## src/hw/sar_cfg.svh

```systemverilog
// Purpose: Shared constants of the sample readout port
// Assumes: One 100 MHz clock, synchronous active-high reset
// Notes: Mode encodings live as enums in sar_pkg
//
// Overview of operation
// RULE_01: Trigger rising edge starts a conversion
// RULE_02: Chip select after conversion loads result
// RULE_03: Host times first-zone chip select correctly
// RULE_04: Host quiet before trigger rising edge
// RULE_05: Host quiet after trigger rising edge
// RULE_06: Host asserts second-zone select early enough
// RULE_07: Late select lets next sample overwrite
// RULE_08: Clock source codes: host, echo, oscillator
// RULE_09: Host clock mode drives busy status
// RULE_10: Timer-based host waits after trigger edge
// RULE_11: Averaging host waits after final trigger
// RULE_12: Echo mode returns host clock, no status
// RULE_13: Echo or oscillator host waits after trigger
// RULE_14: Echo clock aligned with lane transitions
// RULE_15: Oscillator clock divided by 1, 2, 4
// RULE_16: Pulse count computed and readable
// RULE_17: Host keeps serial clock idle in oscillator mode
// RULE_18: Rate code 0 single, 1 double
// RULE_19: Double rate only in echo, oscillator
// RULE_20: Lane code 0 one lane, 1 two
// RULE_21: Two lanes split bits, halve pulses
// RULE_22: Lane code 2 selects four lanes
// RULE_23: Lanes change on rising, double both edges; host clock mode shifts the lanes on the fall
// RULE_24: Busy high during conversion in host mode
// RULE_25: Lanes shift only while select low
`ifndef SAR_CFG_SVH
`define SAR_CFG_SVH

// Clock period of mclk_i
`define SAR_CLK_NS 10
// Conversion time, typical
`define SAR_T_CONV_NS 282
// Least time, rounded up to whole cycles
`define SAR_CONV_CYC ((`SAR_T_CONV_NS + `SAR_CLK_NS - 1) / `SAR_CLK_NS)
// Select must lead end of conversion by this much
`define SAR_T_LATE_NS 25
`define SAR_LATE_CYC ((`SAR_T_LATE_NS + `SAR_CLK_NS - 1) / `SAR_CLK_NS)
// Sample word and buffer shape
`define SAR_WORD_BITS 24
`define SAR_FIFO_DEPTH 4
// Pin synchroniser reset levels {clock, select_n, trigger}
`define SAR_PIN_RST 3'h2

`endif

```

## src/hw/sar_pkg.sv

```systemverilog
// Purpose: Types of the sample readout port
// Assumes: Used with sar_cfg.svh
// Notes: Codes match the configuration port encodings
package sar_pkg;

    // Bit clock source
    typedef enum logic [1:0] {
        SAR_CLK_HOST = 2'h0,
        SAR_CLK_ECHO = 2'h1,
        SAR_CLK_OSC = 2'h2
    } sar_clk_e;

    // Active output lane count
    typedef enum logic [1:0] {
        SAR_LANE1 = 2'h0,
        SAR_LANE2 = 2'h1,
        SAR_LANE4 = 2'h2
    } sar_lane_e;

    // Oscillator divisor
    typedef enum logic [1:0] {
        SAR_DIV1 = 2'h0,
        SAR_DIV2 = 2'h1,
        SAR_DIV4 = 2'h2
    } sar_div_e;

    // Readout sequencer
    typedef enum logic [1:0] {
        SAR_ST_IDLE = 2'h0,
        SAR_ST_SHIFT = 2'h1,
        SAR_ST_DONE = 2'h2
    } sar_st_e;

endpackage : sar_pkg

```

## src/hw/sar_fifo.sv

```systemverilog
// Purpose: Result buffer between converter and readout
// Assumes: DEPTH is a power of two
// Notes: Read data is the head word, valid with out_valid_o
`timescale 1ns/1ps

module sar_fifo #(
    parameter int W = 24,
    parameter int DEPTH = 4
)
(
    input logic mclk_i,
    input logic rst_i,
    input logic in_valid_i,
    output logic in_ready_o,
    input logic [W-1:0] in_data_i,
    output logic out_valid_o,
    input logic out_ready_i,
    output logic [W-1:0] out_data_o
);
    localparam int AW = $clog2(DEPTH);

    logic [W-1:0] mem [DEPTH];
    logic [AW-1:0] wr_ff;
    logic [AW-1:0] rd_ff;
    logic [AW:0] cnt_ff;
    logic push;
    logic pop;

    // Honest flags straight from the occupancy count
    assign in_ready_o = (cnt_ff != (AW+1)'(DEPTH));
    assign out_valid_o = (cnt_ff != '0);
    assign push = in_valid_i & in_ready_o;
    assign pop = out_valid_o & out_ready_i;
    assign out_data_o = mem[rd_ff];

    // Storage, no reset needed on data
    always_ff @(posedge mclk_i)
    begin
        if (push)
            mem[wr_ff] <= in_data_i;
    end

    // Pointers and count
    always_ff @(posedge mclk_i)
    begin
        if (rst_i)
        begin
            wr_ff <= '0;
            rd_ff <= '0;
            cnt_ff <= '0;
        end
        else
        begin
            if (push)
                wr_ff <= wr_ff + 1'b1;
            if (pop)
                rd_ff <= rd_ff + 1'b1;
            if (push && !pop)
                cnt_ff <= cnt_ff + 1'b1;
            else if (pop && !push)
                cnt_ff <= cnt_ff - 1'b1;
        end
    end

endmodule : sar_fifo

```

## src/hw/sar_conv.sv

```systemverilog
// Purpose: Conversion timer and result capture
// Assumes: Trigger edge already synchronised
// Notes: A retrigger restarts the timer
`timescale 1ns/1ps
`include "sar_cfg.svh"

module sar_conv #(
    parameter int N = `SAR_WORD_BITS,
    parameter int CYC = `SAR_CONV_CYC,
    parameter int LATE = `SAR_LATE_CYC
)
(
    input logic mclk_i,
    input logic rst_i,
    input logic trig_rise_i,
    input logic [N-1:0] sample_i,
    input logic res_ready_i,
    output logic busy_o,
    output logic near_end_o,
    output logic res_valid_o,
    output logic [N-1:0] res_data_o
);
    logic [8:0] cnt_ff;
    logic busy_ff;

    assign busy_o = busy_ff;
    // Inside the last window a new select cannot claim the old word
    assign near_end_o = busy_ff & (cnt_ff <= 9'(LATE)); // RULE_07

    // Conversion countdown
    always_ff @(posedge mclk_i)
    begin
        if (rst_i)
        begin
            cnt_ff <= '0;
            busy_ff <= 1'b0;
        end
        else if (trig_rise_i)
        begin
            cnt_ff <= 9'(CYC); // RULE_01
            busy_ff <= 1'b1; // RULE_24
        end
        else if (busy_ff)
        begin
            cnt_ff <= cnt_ff - 1'b1;
            busy_ff <= (cnt_ff != 9'h001); // RULE_24
        end
    end

    // Result capture; a stalled result is replaced by a newer one
    always_ff @(posedge mclk_i)
    begin
        if (rst_i)
        begin
            res_valid_o <= 1'b0;
            res_data_o <= '0;
        end
        else if (busy_ff && cnt_ff == 9'h001 && !trig_rise_i)
        begin
            res_valid_o <= 1'b1;
            res_data_o <= sample_i;
        end
        else if (res_ready_i)
            res_valid_o <= 1'b0;
    end
endmodule : sar_conv

```

## src/hw/sar_port.sv

```systemverilog
// Purpose: Sample readout port, trigger to serial lanes
// Assumes: Pins are asynchronous and pass two flip-flops
// Notes: Serial clock is oversampled, so it must stay well below mclk_i
`timescale 1ns/1ps
`include "sar_cfg.svh"

module sar_port #(
    parameter int N = `SAR_WORD_BITS,
    parameter int DEPTH = `SAR_FIFO_DEPTH
)
(
    input logic mclk_i,
    input logic rst_i,
    input logic conversion_trigger_i,
    input logic cs_n_i,
    input logic sck_i,
    input logic [N-1:0] sample_i,
    input logic [1:0] clock_source_select_i,
    input logic [1:0] oscillator_divisor_i,
    input logic data_rate_select_i,
    input logic [1:0] lane_count_select_i,
    output logic busy_or_clock_out_o,
    output logic [3:0] serial_output_lanes_o,
    output logic [7:0] clock_pulse_count_o
);

    // Lane code to log2 of lane count
    function automatic logic [1:0] lane_log2(input logic [1:0] sel);
        case (sel)
            sar_pkg::SAR_LANE2: lane_log2 = 2'h1;
            sar_pkg::SAR_LANE4: lane_log2 = 2'h2;
            default: lane_log2 = 2'h0;
        endcase
    endfunction : lane_log2

    // Divisor code to last count of the divider
    function automatic logic [1:0] div_last(input logic [1:0] sel);
        case (sel)
            sar_pkg::SAR_DIV2: div_last = 2'h1;
            sar_pkg::SAR_DIV4: div_last = 2'h3;
            default: div_last = 2'h0;
        endcase
    endfunction : div_last

    // Clock source code; the unused code falls back to host clock
    function automatic sar_pkg::sar_clk_e mode_of(input logic [1:0] sel);
        case (sel)
            sar_pkg::SAR_CLK_ECHO: mode_of = sar_pkg::SAR_CLK_ECHO;
            sar_pkg::SAR_CLK_OSC: mode_of = sar_pkg::SAR_CLK_OSC;
            default: mode_of = sar_pkg::SAR_CLK_HOST;
        endcase
    endfunction : mode_of

    // Pin synchronisers {clock, select_n, trigger}
    logic [2:0] pin_w;
    logic [2:0] sync1_ff;
    logic [2:0] sync2_ff;
    logic [2:0] prev_ff;
    // Decoded pin events
    logic trig_rise;
    logic cs_low;
    logic sck_rise;
    logic sck_fall;
    // Configuration decode
    sar_pkg::sar_clk_e mode;
    logic ddr;
    logic [1:0] lsh;
    logic [2:0] nl;
    logic [7:0] steps;
    logic [7:0] pulses;
    logic [7:0] cpc_ff;
    // Converter and buffer handshake
    logic busy;
    logic near_end;
    logic res_valid;
    logic [N-1:0] res_data;
    logic f_in_ready;
    logic f_out_valid;
    logic f_out_ready;
    logic [N-1:0] f_out_data;
    logic load;
    logic stale;
    // Readout state
    sar_pkg::sar_st_e st_ff;
    logic [N-1:0] sr_ff;
    logic [N-1:0] nxt_sr;
    logic [7:0] remain_ff;
    logic first_ff;
    logic edge_evt;
    logic shift;
    logic nxt_act;
    logic [3:0] nxt_lane;
    logic [3:0] lanes_ff;
    // Internal oscillator
    logic [1:0] div_ff;
    logic osc_ff;
    logic nxt_osc;
    logic [7:0] oscl_ff;
    logic osc_run;
    logic osc_tog;
    logic bco_ff;

    assign pin_w = {sck_i, cs_n_i, conversion_trigger_i};

    // Two flops per pin; only the second stage feeds logic
    genvar gi;
    generate
        for (gi = 0; gi < 3; gi++)
        begin : g_sync
            always_ff @(posedge mclk_i)
            begin
                if (rst_i)
                begin
                    sync1_ff[gi] <= 1'(`SAR_PIN_RST >> gi);
                    sync2_ff[gi] <= 1'(`SAR_PIN_RST >> gi);
                end
                else
                begin
                    sync1_ff[gi] <= pin_w[gi];
                    sync2_ff[gi] <= sync1_ff[gi];
                end
            end
        end
    endgenerate

    // Delayed copy for edge detection
    always_ff @(posedge mclk_i)
    begin
        if (rst_i)
            prev_ff <= `SAR_PIN_RST;
        else
            prev_ff <= sync2_ff;
    end

    assign trig_rise = sync2_ff[0] & ~prev_ff[0]; // RULE_01
    assign cs_low = ~sync2_ff[1];
    assign sck_rise = sync2_ff[2] & ~prev_ff[2];
    assign sck_fall = ~sync2_ff[2] & prev_ff[2];

    // Mode decode
    assign mode = mode_of(clock_source_select_i); // RULE_08
    // Double rate is refused with the host clock
    assign ddr = data_rate_select_i & (mode != sar_pkg::SAR_CLK_HOST); // RULE_18 RULE_19
    assign lsh = lane_log2(lane_count_select_i); // RULE_20 RULE_22
    assign nl = 3'h1 << lsh;
    // Bits per lane, then clock pulses for the chosen rate
    assign steps = 8'(N) >> lsh; // RULE_21 RULE_22
    assign pulses = ddr ? (steps >> 1) : steps; // RULE_16 RULE_19

    // Readable pulse count
    always_ff @(posedge mclk_i)
    begin
        if (rst_i)
            cpc_ff <= '0;
        else
            cpc_ff <= pulses; // RULE_16
    end

    assign clock_pulse_count_o = cpc_ff;

    // Conversion timer
    sar_conv #(
        .N(N)
    ) u_conv (
        .mclk_i(mclk_i),
        .rst_i(rst_i),
        .trig_rise_i(trig_rise),
        .sample_i(sample_i),
        .res_ready_i(f_in_ready),
        .busy_o(busy),
        .near_end_o(near_end),
        .res_valid_o(res_valid),
        .res_data_o(res_data)
    );

    // Results wait here; a full buffer stalls the converter output
    sar_fifo #(
        .W(N),
        .DEPTH(DEPTH)
    ) u_fifo (
        .mclk_i(mclk_i),
        .rst_i(rst_i),
        .in_valid_i(res_valid),
        .in_ready_o(f_in_ready),
        .in_data_i(res_data),
        .out_valid_o(f_out_valid),
        .out_ready_i(f_out_ready),
        .out_data_o(f_out_data)
    );

    // Load only if select came before the late window and no newer word is landing
    assign load = (st_ff == sar_pkg::SAR_ST_IDLE) & cs_low & f_out_valid
        & ~near_end & ~res_valid; // RULE_02 RULE_07
    // An unclaimed word is dropped when the next result lands
    assign stale = res_valid & f_in_ready & f_out_valid & ~load; // RULE_07
    assign f_out_ready = load | stale;

    // Oscillator runs only during a readout
    assign osc_run = (st_ff != sar_pkg::SAR_ST_IDLE) & cs_low
        & (mode == sar_pkg::SAR_CLK_OSC) & (oscl_ff != 8'h00);
    assign osc_tog = osc_run & (div_ff == div_last(oscillator_divisor_i)); // RULE_15
    assign nxt_osc = osc_tog ? ~osc_ff : osc_ff;

    // Which clock edges move the lanes
    always_comb
    begin
        edge_evt = 1'b0;
        case (mode)
            sar_pkg::SAR_CLK_ECHO: edge_evt = sck_rise | (ddr & sck_fall); // RULE_23
            sar_pkg::SAR_CLK_OSC: edge_evt = osc_tog & (~osc_ff | ddr); // RULE_23
            default: edge_evt = sck_fall;
        endcase
    end

    // First edge in echo and oscillator modes presents the top bit
    assign shift = (st_ff == sar_pkg::SAR_ST_SHIFT) & edge_evt & ~first_ff
        & (remain_ff != 8'h00);

    // Shift register next value
    always_comb
    begin
        nxt_sr = sr_ff;
        if (load)
            nxt_sr = f_out_data; // RULE_02
        else if (shift)
            nxt_sr = sr_ff << nl; // RULE_21 RULE_22
    end

    assign nxt_act = cs_low & ((st_ff != sar_pkg::SAR_ST_IDLE) | load);

    // Lane k carries the k-th bit below the top each step
    generate
        for (gi = 0; gi < 4; gi++)
        begin : g_lane
            assign nxt_lane[gi] = nxt_act & (gi < nl) & nxt_sr[N-1-gi]; // RULE_25
        end
    endgenerate

    // Sequencer
    always_ff @(posedge mclk_i)
    begin
        if (rst_i)
            st_ff <= sar_pkg::SAR_ST_IDLE;
        else if (!cs_low)
            st_ff <= sar_pkg::SAR_ST_IDLE; // RULE_25
        else
        begin
            case (st_ff)
                sar_pkg::SAR_ST_IDLE:
                    if (load)
                        st_ff <= sar_pkg::SAR_ST_SHIFT;
                sar_pkg::SAR_ST_SHIFT:
                    if (shift && remain_ff == 8'h01)
                        st_ff <= sar_pkg::SAR_ST_DONE;
                // One word per select; wait for release
                sar_pkg::SAR_ST_DONE:
                    st_ff <= sar_pkg::SAR_ST_DONE;
                default:
                    st_ff <= sar_pkg::SAR_ST_IDLE;
            endcase
        end
    end

    // Data path and bit counting
    always_ff @(posedge mclk_i)
    begin
        if (rst_i)
        begin
            sr_ff <= '0;
            remain_ff <= '0;
            first_ff <= 1'b0;
            lanes_ff <= '0;
        end
        else
        begin
            sr_ff <= nxt_sr;
            lanes_ff <= nxt_lane; // RULE_14 RULE_25
            if (load)
            begin
                remain_ff <= steps - 8'h01;
                first_ff <= (mode != sar_pkg::SAR_CLK_HOST); // RULE_23
            end
            else
            begin
                if (shift)
                    remain_ff <= remain_ff - 8'h01;
                if (edge_evt)
                    first_ff <= 1'b0;
            end
        end
    end

    // Oscillator divider and edge budget
    always_ff @(posedge mclk_i)
    begin
        if (rst_i || !cs_low)
        begin
            div_ff <= '0;
            osc_ff <= 1'b0;
            oscl_ff <= '0;
        end
        else if (load)
        begin
            div_ff <= '0;
            osc_ff <= 1'b0;
            oscl_ff <= pulses << 1; // RULE_16
        end
        else if (osc_run)
        begin
            div_ff <= osc_tog ? 2'h0 : div_ff + 2'h1; // RULE_15
            osc_ff <= nxt_osc;
            if (osc_tog)
                oscl_ff <= oscl_ff - 8'h01;
        end
    end

    // Shared pin: busy, echoed clock or oscillator clock
    always_ff @(posedge mclk_i)
    begin
        if (rst_i)
            bco_ff <= 1'b0;
        else
        begin
            case (mode)
                sar_pkg::SAR_CLK_ECHO: bco_ff <= sync2_ff[2]; // RULE_12 RULE_14
                sar_pkg::SAR_CLK_OSC: bco_ff <= nxt_osc; // RULE_15
                default: bco_ff <= busy; // RULE_09 RULE_24
            endcase
        end
    end

    assign busy_or_clock_out_o = bco_ff;
    assign serial_output_lanes_o = lanes_ff;
endmodule : sar_port

```

## config.mk

```make
export PLATFORM = sky130hd
export DESIGN_NAME = sar_port
export DESIGN_NICKNAME = d
export VERILOG_FILES = /design/src/hw/sar_pkg.sv /design/src/hw/sar_fifo.sv /design/src/hw/sar_conv.sv /design/src/hw/sar_port.sv
export VERILOG_INCLUDE_DIRS = /design/src /design/src/hw
export SDC_FILE = /design/constraint.sdc
export NUM_CORES = 1
export LEC_CHECK = 0
export BUFFER_PORTS_ARGS = -buffer_cell sky130_fd_sc_hd__clkbuf_2
export CAP_MARGIN = 20
export CORE_MARGIN = 4
export CORE_UTILIZATION = 51
export DETAILED_ROUTE_END_ITERATION = 8
export PLACE_DENSITY = 0.68
export SYNTH_ARGS = -nofsm -noshare
export SYNTH_HDL_FRONTEND = slang
export SYNTH_SLANG_ARGS = --single-unit
```

## constraint.sdc

```tcl
create_clock -name mclk_i -period 2.35 [get_ports mclk_i]
set_input_delay 0.47 -clock mclk_i [delete_from_list [all_inputs] [get_ports mclk_i]]
set_output_delay 0.47 -clock mclk_i [all_outputs]
set_load 0.05 [all_outputs]
```

Word-level counts from Yosys, hierarchy flattened
Memories as Yosys holds them, arrays and structs flattened. A register that Yosys moved wholly into a read port is not among the register bits.
Cells that the tools add are included.
{ "word_totals": {"regBits": 110, "ramBits": 96, "input_bits": 36, "out_inout_bits": 13, "word_cells": 168, "memories": 1} }
{ "mem_list": {"columns": ["memory", "depth", "width", "read_ports", "rd_clocked_by_memory_dff", "wr", "line", "source"], "rows": [
  ["u_fifo.mem", 4, 24, 1, 1, 1, "sar_fifo.sv:22", "logic [W-1:0] mem [DEPTH];"]
]} }
{ "op_classes": {"add_sub_neg": 9, "magnitude_cmp": 5, "eq_ne": 17, "n_shift": 3, "muxes": 32, "n_bitwise": 44, "reduce_logical": 29} }
{ "op_table": {"columns": ["operator", "n"], "rows": [
  ["$mux W24", 2],
  ["$mux W8", 5],
  ["$and A1 B1 Y1", 31],
  ["$shl A24 B3 Y24", 1],
  ["$sub A8 B1 Y8 const B", 3],
  ["$reduce_bool A2 Y1", 9],
  ["$reduce_bool A8 Y1", 2],
  ["$pmux W2 S2", 3],
  ["$eq A2 B1 Y1 const B", 5],
  ["$eq A2 B2 Y1 const B", 5],
  ["$mux W2", 5],
  ["$mux W5", 2],
  ["$eq A9 B1 Y1 const B", 1],
  ["$le A9 B2 Y1 const B", 1],
  ["$mux W1", 9],
  ["$ne A9 B1 Y1 const B", 1],
  ["$not A1 Y1", 9],
  ["$sub A9 B1 Y9 const B", 1],
  ["$eq A8 B1 Y1 const B", 1],
  ["$reduce_or A2 Y1", 4],
  ["$shr A5 B2 Y8 const A", 1],
  ["$mux W7", 1],
  ["$add A2 B1 Y2 const B", 3],
  ["$lt A1 B3 Y1 const A", 2],
  ["18 further kinds", 32]
]} }

Depth between registers and ports, before layout
{ "logic_depth": {"ltp_word": 14, "mapped_depth": 11, "depth_no_buf": 8} }

Cells and area by module
A second synthesis with hierarchy kept.
{ "unflattened": {"hier_cells": 831, "area_unflattened_um2": 9635.5} }
{ "modules_own_cells": {"columns": ["mod", "instances", "cells_per_inst", "area_per_inst_um2", "seq_area_each_um2"], "rows": [
  ["sar_port", 1, 495, 4002.6, 1281.2],
  ["sar_fifo", 1, 174, 3981.3, 3062.9],
  ["sar_conv", 1, 162, 1651.6, 700.7]
]} }

Worst setup path after synthesis
OpenSTA, ideal clock, no wires.
{ "synth_timing": {"path_kind": "input-to-reg", "startpoint": "input port clock_source_select_i[0]", "endpoint": "register remain_ff[1]", "setup_time_ps": 127, "arrival_ps": 2403, "required_ps": 2223, "slack_ps": -180, "stages": 9, "n_path_buf": 2, "cell_sequence": "inv_1 ha_1 clkbuf_1 and2_1 o41ai_4 and2_1 buf_4 nor4_1 or3_1"} }
{ "synth_between": {"elab_chain_len": 12, "elab_cells_between_ends": 19, "cone_classes": "eq/ne: 4; mux: 2; bitwise: 11; reduce/logical: 2"} }
{ "synth_rtl": {"columns": ["element", "line", "source"], "rows": [
  ["start, declared", "sar_port.sv:18", "input logic [1:0] clock_source_select_i,"],
  ["$eq A2 B2 Y1 / $eq A2 B1 Y1 (equally long branches)", "sar_port.sv:47", "case (sel)"],
  ["$pmux W2 S2 *", "sar_port.sv:47", null],
  ["$eq A2 B2 Y1", "sar_port.sv:200, sar_port.sv:208", null],
  ["$and A1 B1 Y1 (2 in a row)", "sar_port.sv:200", "& (mode == sar_pkg::SAR_CLK_OSC) & (oscl_ff != 8'h00);"],
  ["$and A1 B1 Y1", "sar_port.sv:201", "assign osc_tog = osc_run & (div_ff == div_last(oscillator_divisor_i));"],
  ["$and A1 B1 Y1", "sar_port.sv:210", "sar_pkg::SAR_CLK_OSC: edge_evt = osc_tog & (~osc_ff | ddr);"],
  ["$pmux W1 S2 *", "sar_port.sv:208", "case (mode)"],
  ["$and A1 B1 Y1 * (2 in a row)", "sar_port.sv:216", "assign shift = (st_ff == sar_pkg::SAR_ST_SHIFT) & edge_evt & ~first_ff"],
  ["$and A1 B1 Y1 *", "sar_port.sv:217", "& (remain_ff != 8'h00);"],
  ["$reduce_bool A2 Y1 (no source line) *", null, null],
  ["end signal, assigned", "sar_port.sv:280", "remain_ff <= steps - 8'h01;"],
  ["end signal, assigned", "sar_port.sv:286", "remain_ff <= remain_ff - 8'h01;"],
  ["end, declared", "sar_port.sv:87", "logic [7:0] remain_ff;"]
]} }
Mark *: on every way between the ends. The rest lies on a longest branch, timed or not.
A chain may end at the register's enable or synchronous reset.

Worst setup path in the final report
{ "layout_timing": {"startpoint": "register u_conv.cnt_ff[6]", "endpoint": "register u_conv.res_data_o[14]"} }
{ "layout_between": {"elab_chain_len": 3} }
{ "layout_rtl": {"columns": ["element", "line", "source"], "rows": [
  ["start, declared", "sar_conv.sv:23", "logic [8:0] cnt_ff;"],
  ["start signal, assigned", "sar_conv.sv:40", "cnt_ff <= 9'(CYC);"],
  ["start signal, assigned", "sar_conv.sv:45", "cnt_ff <= cnt_ff - 1'b1;"],
  ["$eq A9 B1 Y1", "sar_conv.sv:58", "else if (busy_ff && cnt_ff == 9'h001 && !trig_rise_i)"],
  ["$logic_and A1 B1 Y1 (2 in a row)", "sar_conv.sv:58", null],
  ["end signal, assigned", "sar_conv.sv:61", "res_data_o <= sample_i;"],
  ["end, declared", "sar_conv.sv:21", "output logic [N-1:0] res_data_o"]
]} }
Every way passes these cells.

==> results.md <==
- First drt pass iteration count: 7
- CTS tree: built
- Netlist cell types: 64
- Worst setup SP type: flop
- Vias in the first global route: 6,304
- Syn Inst Count: 796
- WHS: 158 ps
- Required time of the critical path: between 2000 and 3000 ps
- Hold/Removal Path Class: in2reg
- Reg2reg path depth: 7
- Drt drc: 0
- Initial antenna violation count: 0
- Area grow syn2layout: 19.2%
- Die Wd: approximately 140 um
- Result of the run: complete, no violations
- Hold EP: sync1_ff[1]$_SDFF_PP1_
- Core Rows: 48
- Max Slew Vio Count: 0
- Antenna Cells: 0
- Ys Warns: 0
- Fraction of registers with async set/reset: 0%
- Max-cap viol count: 0
- CTS Hold Bufs: 0
- Num CTS Buffers: 22
- Setup TNS: 0 ps
- CP Max Fanout: 6
- Final setup viols: 0
- Final WL: between 15 and 20 mm
- Hold Path Depth: 2
- 1st-iter DRT viols: 410
- Worst slew pin tran: between 600 and 700 ps
- Root Driver: clkbuf_16
- Hold Fails Final Rpt: 0
- Period minus WS final: 2330 ps
- Unrepaired setup endpoints after global routing: true
- Setup crit end kind: flop
- Fin crit share: 99.4%
- Peak supply drop: 0.553 mV
- Reg clk slew, reported paths: around 60 ps
- Post-synth top flop: dfxtp_1
- First-pass GRT wire length: about 32 mm
- Clk Latency, worst-skew pair: 510 ps
- Initial Util: 52.1%
- Clock Skew: 14.8 ps
- Fmax: around 430 MHz
- Setup bufs post-CTS: 0
- Post-synth EDFFs: 96
- Post-DP HPWL: about 13 mm
- PD cells: 709 nW/um^2
- Hold Startpoint: cs_n_i
- Setup Crit Path Kind: reg2reg
- Port bufs: 45
- Clk sinks: 204
- Die area: 19,900 sq um
- Reg-to-Reg End: u_conv.res_data_o[14]$_SDFFE_PP0P_
- Synthesized cell area: 9010 sq um
- Final nets: 930
- Vias: between 6,000 and 7,000
- Clock buffer depth: 3
- Die height: about 140 um
- Sequential fraction of the synthesis area: a little under three fifths
- Leak: 3.87 nW
- Syn_area_per_cell: 11.3 sq um
- GPL Wtd Cong: between 0.8 and 0.9
- Core area: 17,300 sq um
- WP data arrival: 2700 ps
- Total gr overflow: 0
- Synthesized flop and latch total: 204
- Wire per inst: 17.9 um
- Worst r2r src: u_conv.cnt_ff[6]$_SDFFE_PP0P_
- Final Power: 7.61 mW
- Via density: 5.61
- GRT Resource Usage Total: around a fifth
- R2R Setup Slk: roughly 15 ps
- Slew headroom: 56.0%
- H-tree levels: 1
- # IOs: 49
- Antenna viol nets, final: 0
- Share of layout cells above drive strength 1: 25.8%
- Largest net degree at the start of global routing: 57
-- state kept, by name (all words and copies together) (netlist names), 4 cells and up, named ones only --
name and cells:
oscl_ff 8, u_fifo.mem 96, u_conv.cnt_ff 9, remain_ff 8, sr_ff 24, clock_pulse_count_o 5, u_conv.res_data_o 24, serial_output_lanes_o 4
-- worst max-delay path: stages (launching register included) --
cell and delay [ps]:
dfxtp_2 330, or3_4 360, or3_4 340, or4b_4 510, or2_4 310, clkbuf_16 200, nand2_2 70, a21oi_1 60
-- area by class of cell --
cell class | count | area (sq um)
clock buffer | 35 | 659
clock inverter | 5 | 73.8
fill | 1365 | 6550
inverter | 38 | 145
multi-input combinational | 508 | 3790
sequential | 204 | 5050
tap | 225 | 282
timing repair buffer | 100 | 752
-- power by group --
group	leakage (nW)	internal (mW)	switching (mW)
clock network	0.357	2.04	1.36
registers	1.76	3.72	0.0239
logic	1.75	0.193	0.269
-- cell usage after synthesis (7+ instances only) --
| cell | count | area (sq um) |
|---|---|---|
| a211oi_1 | 13 | 97.6 |
| a21oi_1 | 49 | 245 |
| and2_1 | 9 | 56.3 |
| buf_4 | 7 | 52.6 |
| clkbuf_1 | 31 | 116 |
| dfxtp_1 | 108 | 2160 |
| edfxtp_1 | 96 | 2880 |
| ha_1 | 20 | 250 |
| inv_1 | 38 | 143 |
| mux2_2 | 13 | 146 |
| mux2i_1 | 21 | 210 |
| mux4_2 | 25 | 563 |
| nand2_1 | 91 | 342 |
| nand3_1 | 10 | 50.1 |
| nor2_1 | 76 | 285 |
| nor2b_1 | 9 | 56.3 |
| nor3_1 | 11 | 55.1 |
| nor4_1 | 7 | 43.8 |
| o21ai_0 | 15 | 75.1 |
| o22ai_1 | 26 | 163 |
| o32ai_1 | 10 | 87.6 |
| or2_2 | 8 | 50.1 |
| xnor2_1 | 15 | 131 |
| xor2_1 | 10 | 87.6 |
-- metrics by stage --
step,setup slack [ps],area [sq um],util (%),std cells
floorplan,3.62,9060,-,798
global placement,-172,9760,56.4,1071
detailed placement,-176,9760,56.4,1071
CTS,11.3,10500,60.7,1111
global route,-44.6,10700,62.1,1115
finish,15.2,10700,62.1,1115
-- per-layer routing --
layer | vias to the layer above | share of wire, % | global-route usage (%)
li1 | 3039 | - | -
met1 | 3059 | 44 | 27.0
met2 | 141 | 50 | 33.2
met3 | 21 | 4.5 | 2.95
met4 | 0 | 1.7 | 4.39
met5 | - | 0 | 0
-- worst max path at each step --
stage,start,end,slack [ps],cells past startpoint
2_1_floorplan,oscillator_divisor_i[0],remain_ff[1]$_SDFFE_PP0P_,4,9
3_3_place_gp,oscillator_divisor_i[0],sr_ff[2]$_SDFFE_PP0P_,-170,11
3_5_place_dp,oscillator_divisor_i[0],sr_ff[2]$_SDFFE_PP0P_,-180,11
4_1_cts,u_conv.cnt_ff[6]$_SDFFE_PP0P_,u_conv.res_data_o[2]$_SDFFE_PP0P_,10,7
5_1_grt,u_conv.cnt_ff[6]$_SDFFE_PP0P_,u_conv.res_data_o[14]$_SDFFE_PP0P_,-40,7
6_report,u_conv.cnt_ff[6]$_SDFFE_PP0P_,u_conv.res_data_o[14]$_SDFFE_PP0P_,20,7
-- cell families after synthesis --
group,count (synthesis),share of synthesized area [%]
flops,204,56.0
compound gates,149,11.3
other cells,1,0.0416
buf+inv,86,4.23
simple gates,252,13.1
mux,59,10.2
xor+xnor,25,2.43
fa+ha+maj,20,2.78
-- timing repair --
action | 4_1_cts | 5_1_grt
resized for setup | 1 | 53
cloned | 0 | 4
pin swaps | 0 | 22
setup endpoints to repair | 2 | 52
-- layout by cell type (no fill, tap or decap), drive strengths merged, types with 15 or more instances in the layout --
cell and instances:
mux4 25, clkbuf 82, dfxtp 108, edfxtp 96
o21ai 15, nor2 77, mux2i 21, o22ai 26
buf 53, inv 38, xnor2 15, nand2 92
a21oi 50, ha 20
(Power assumes the default switching activity.)
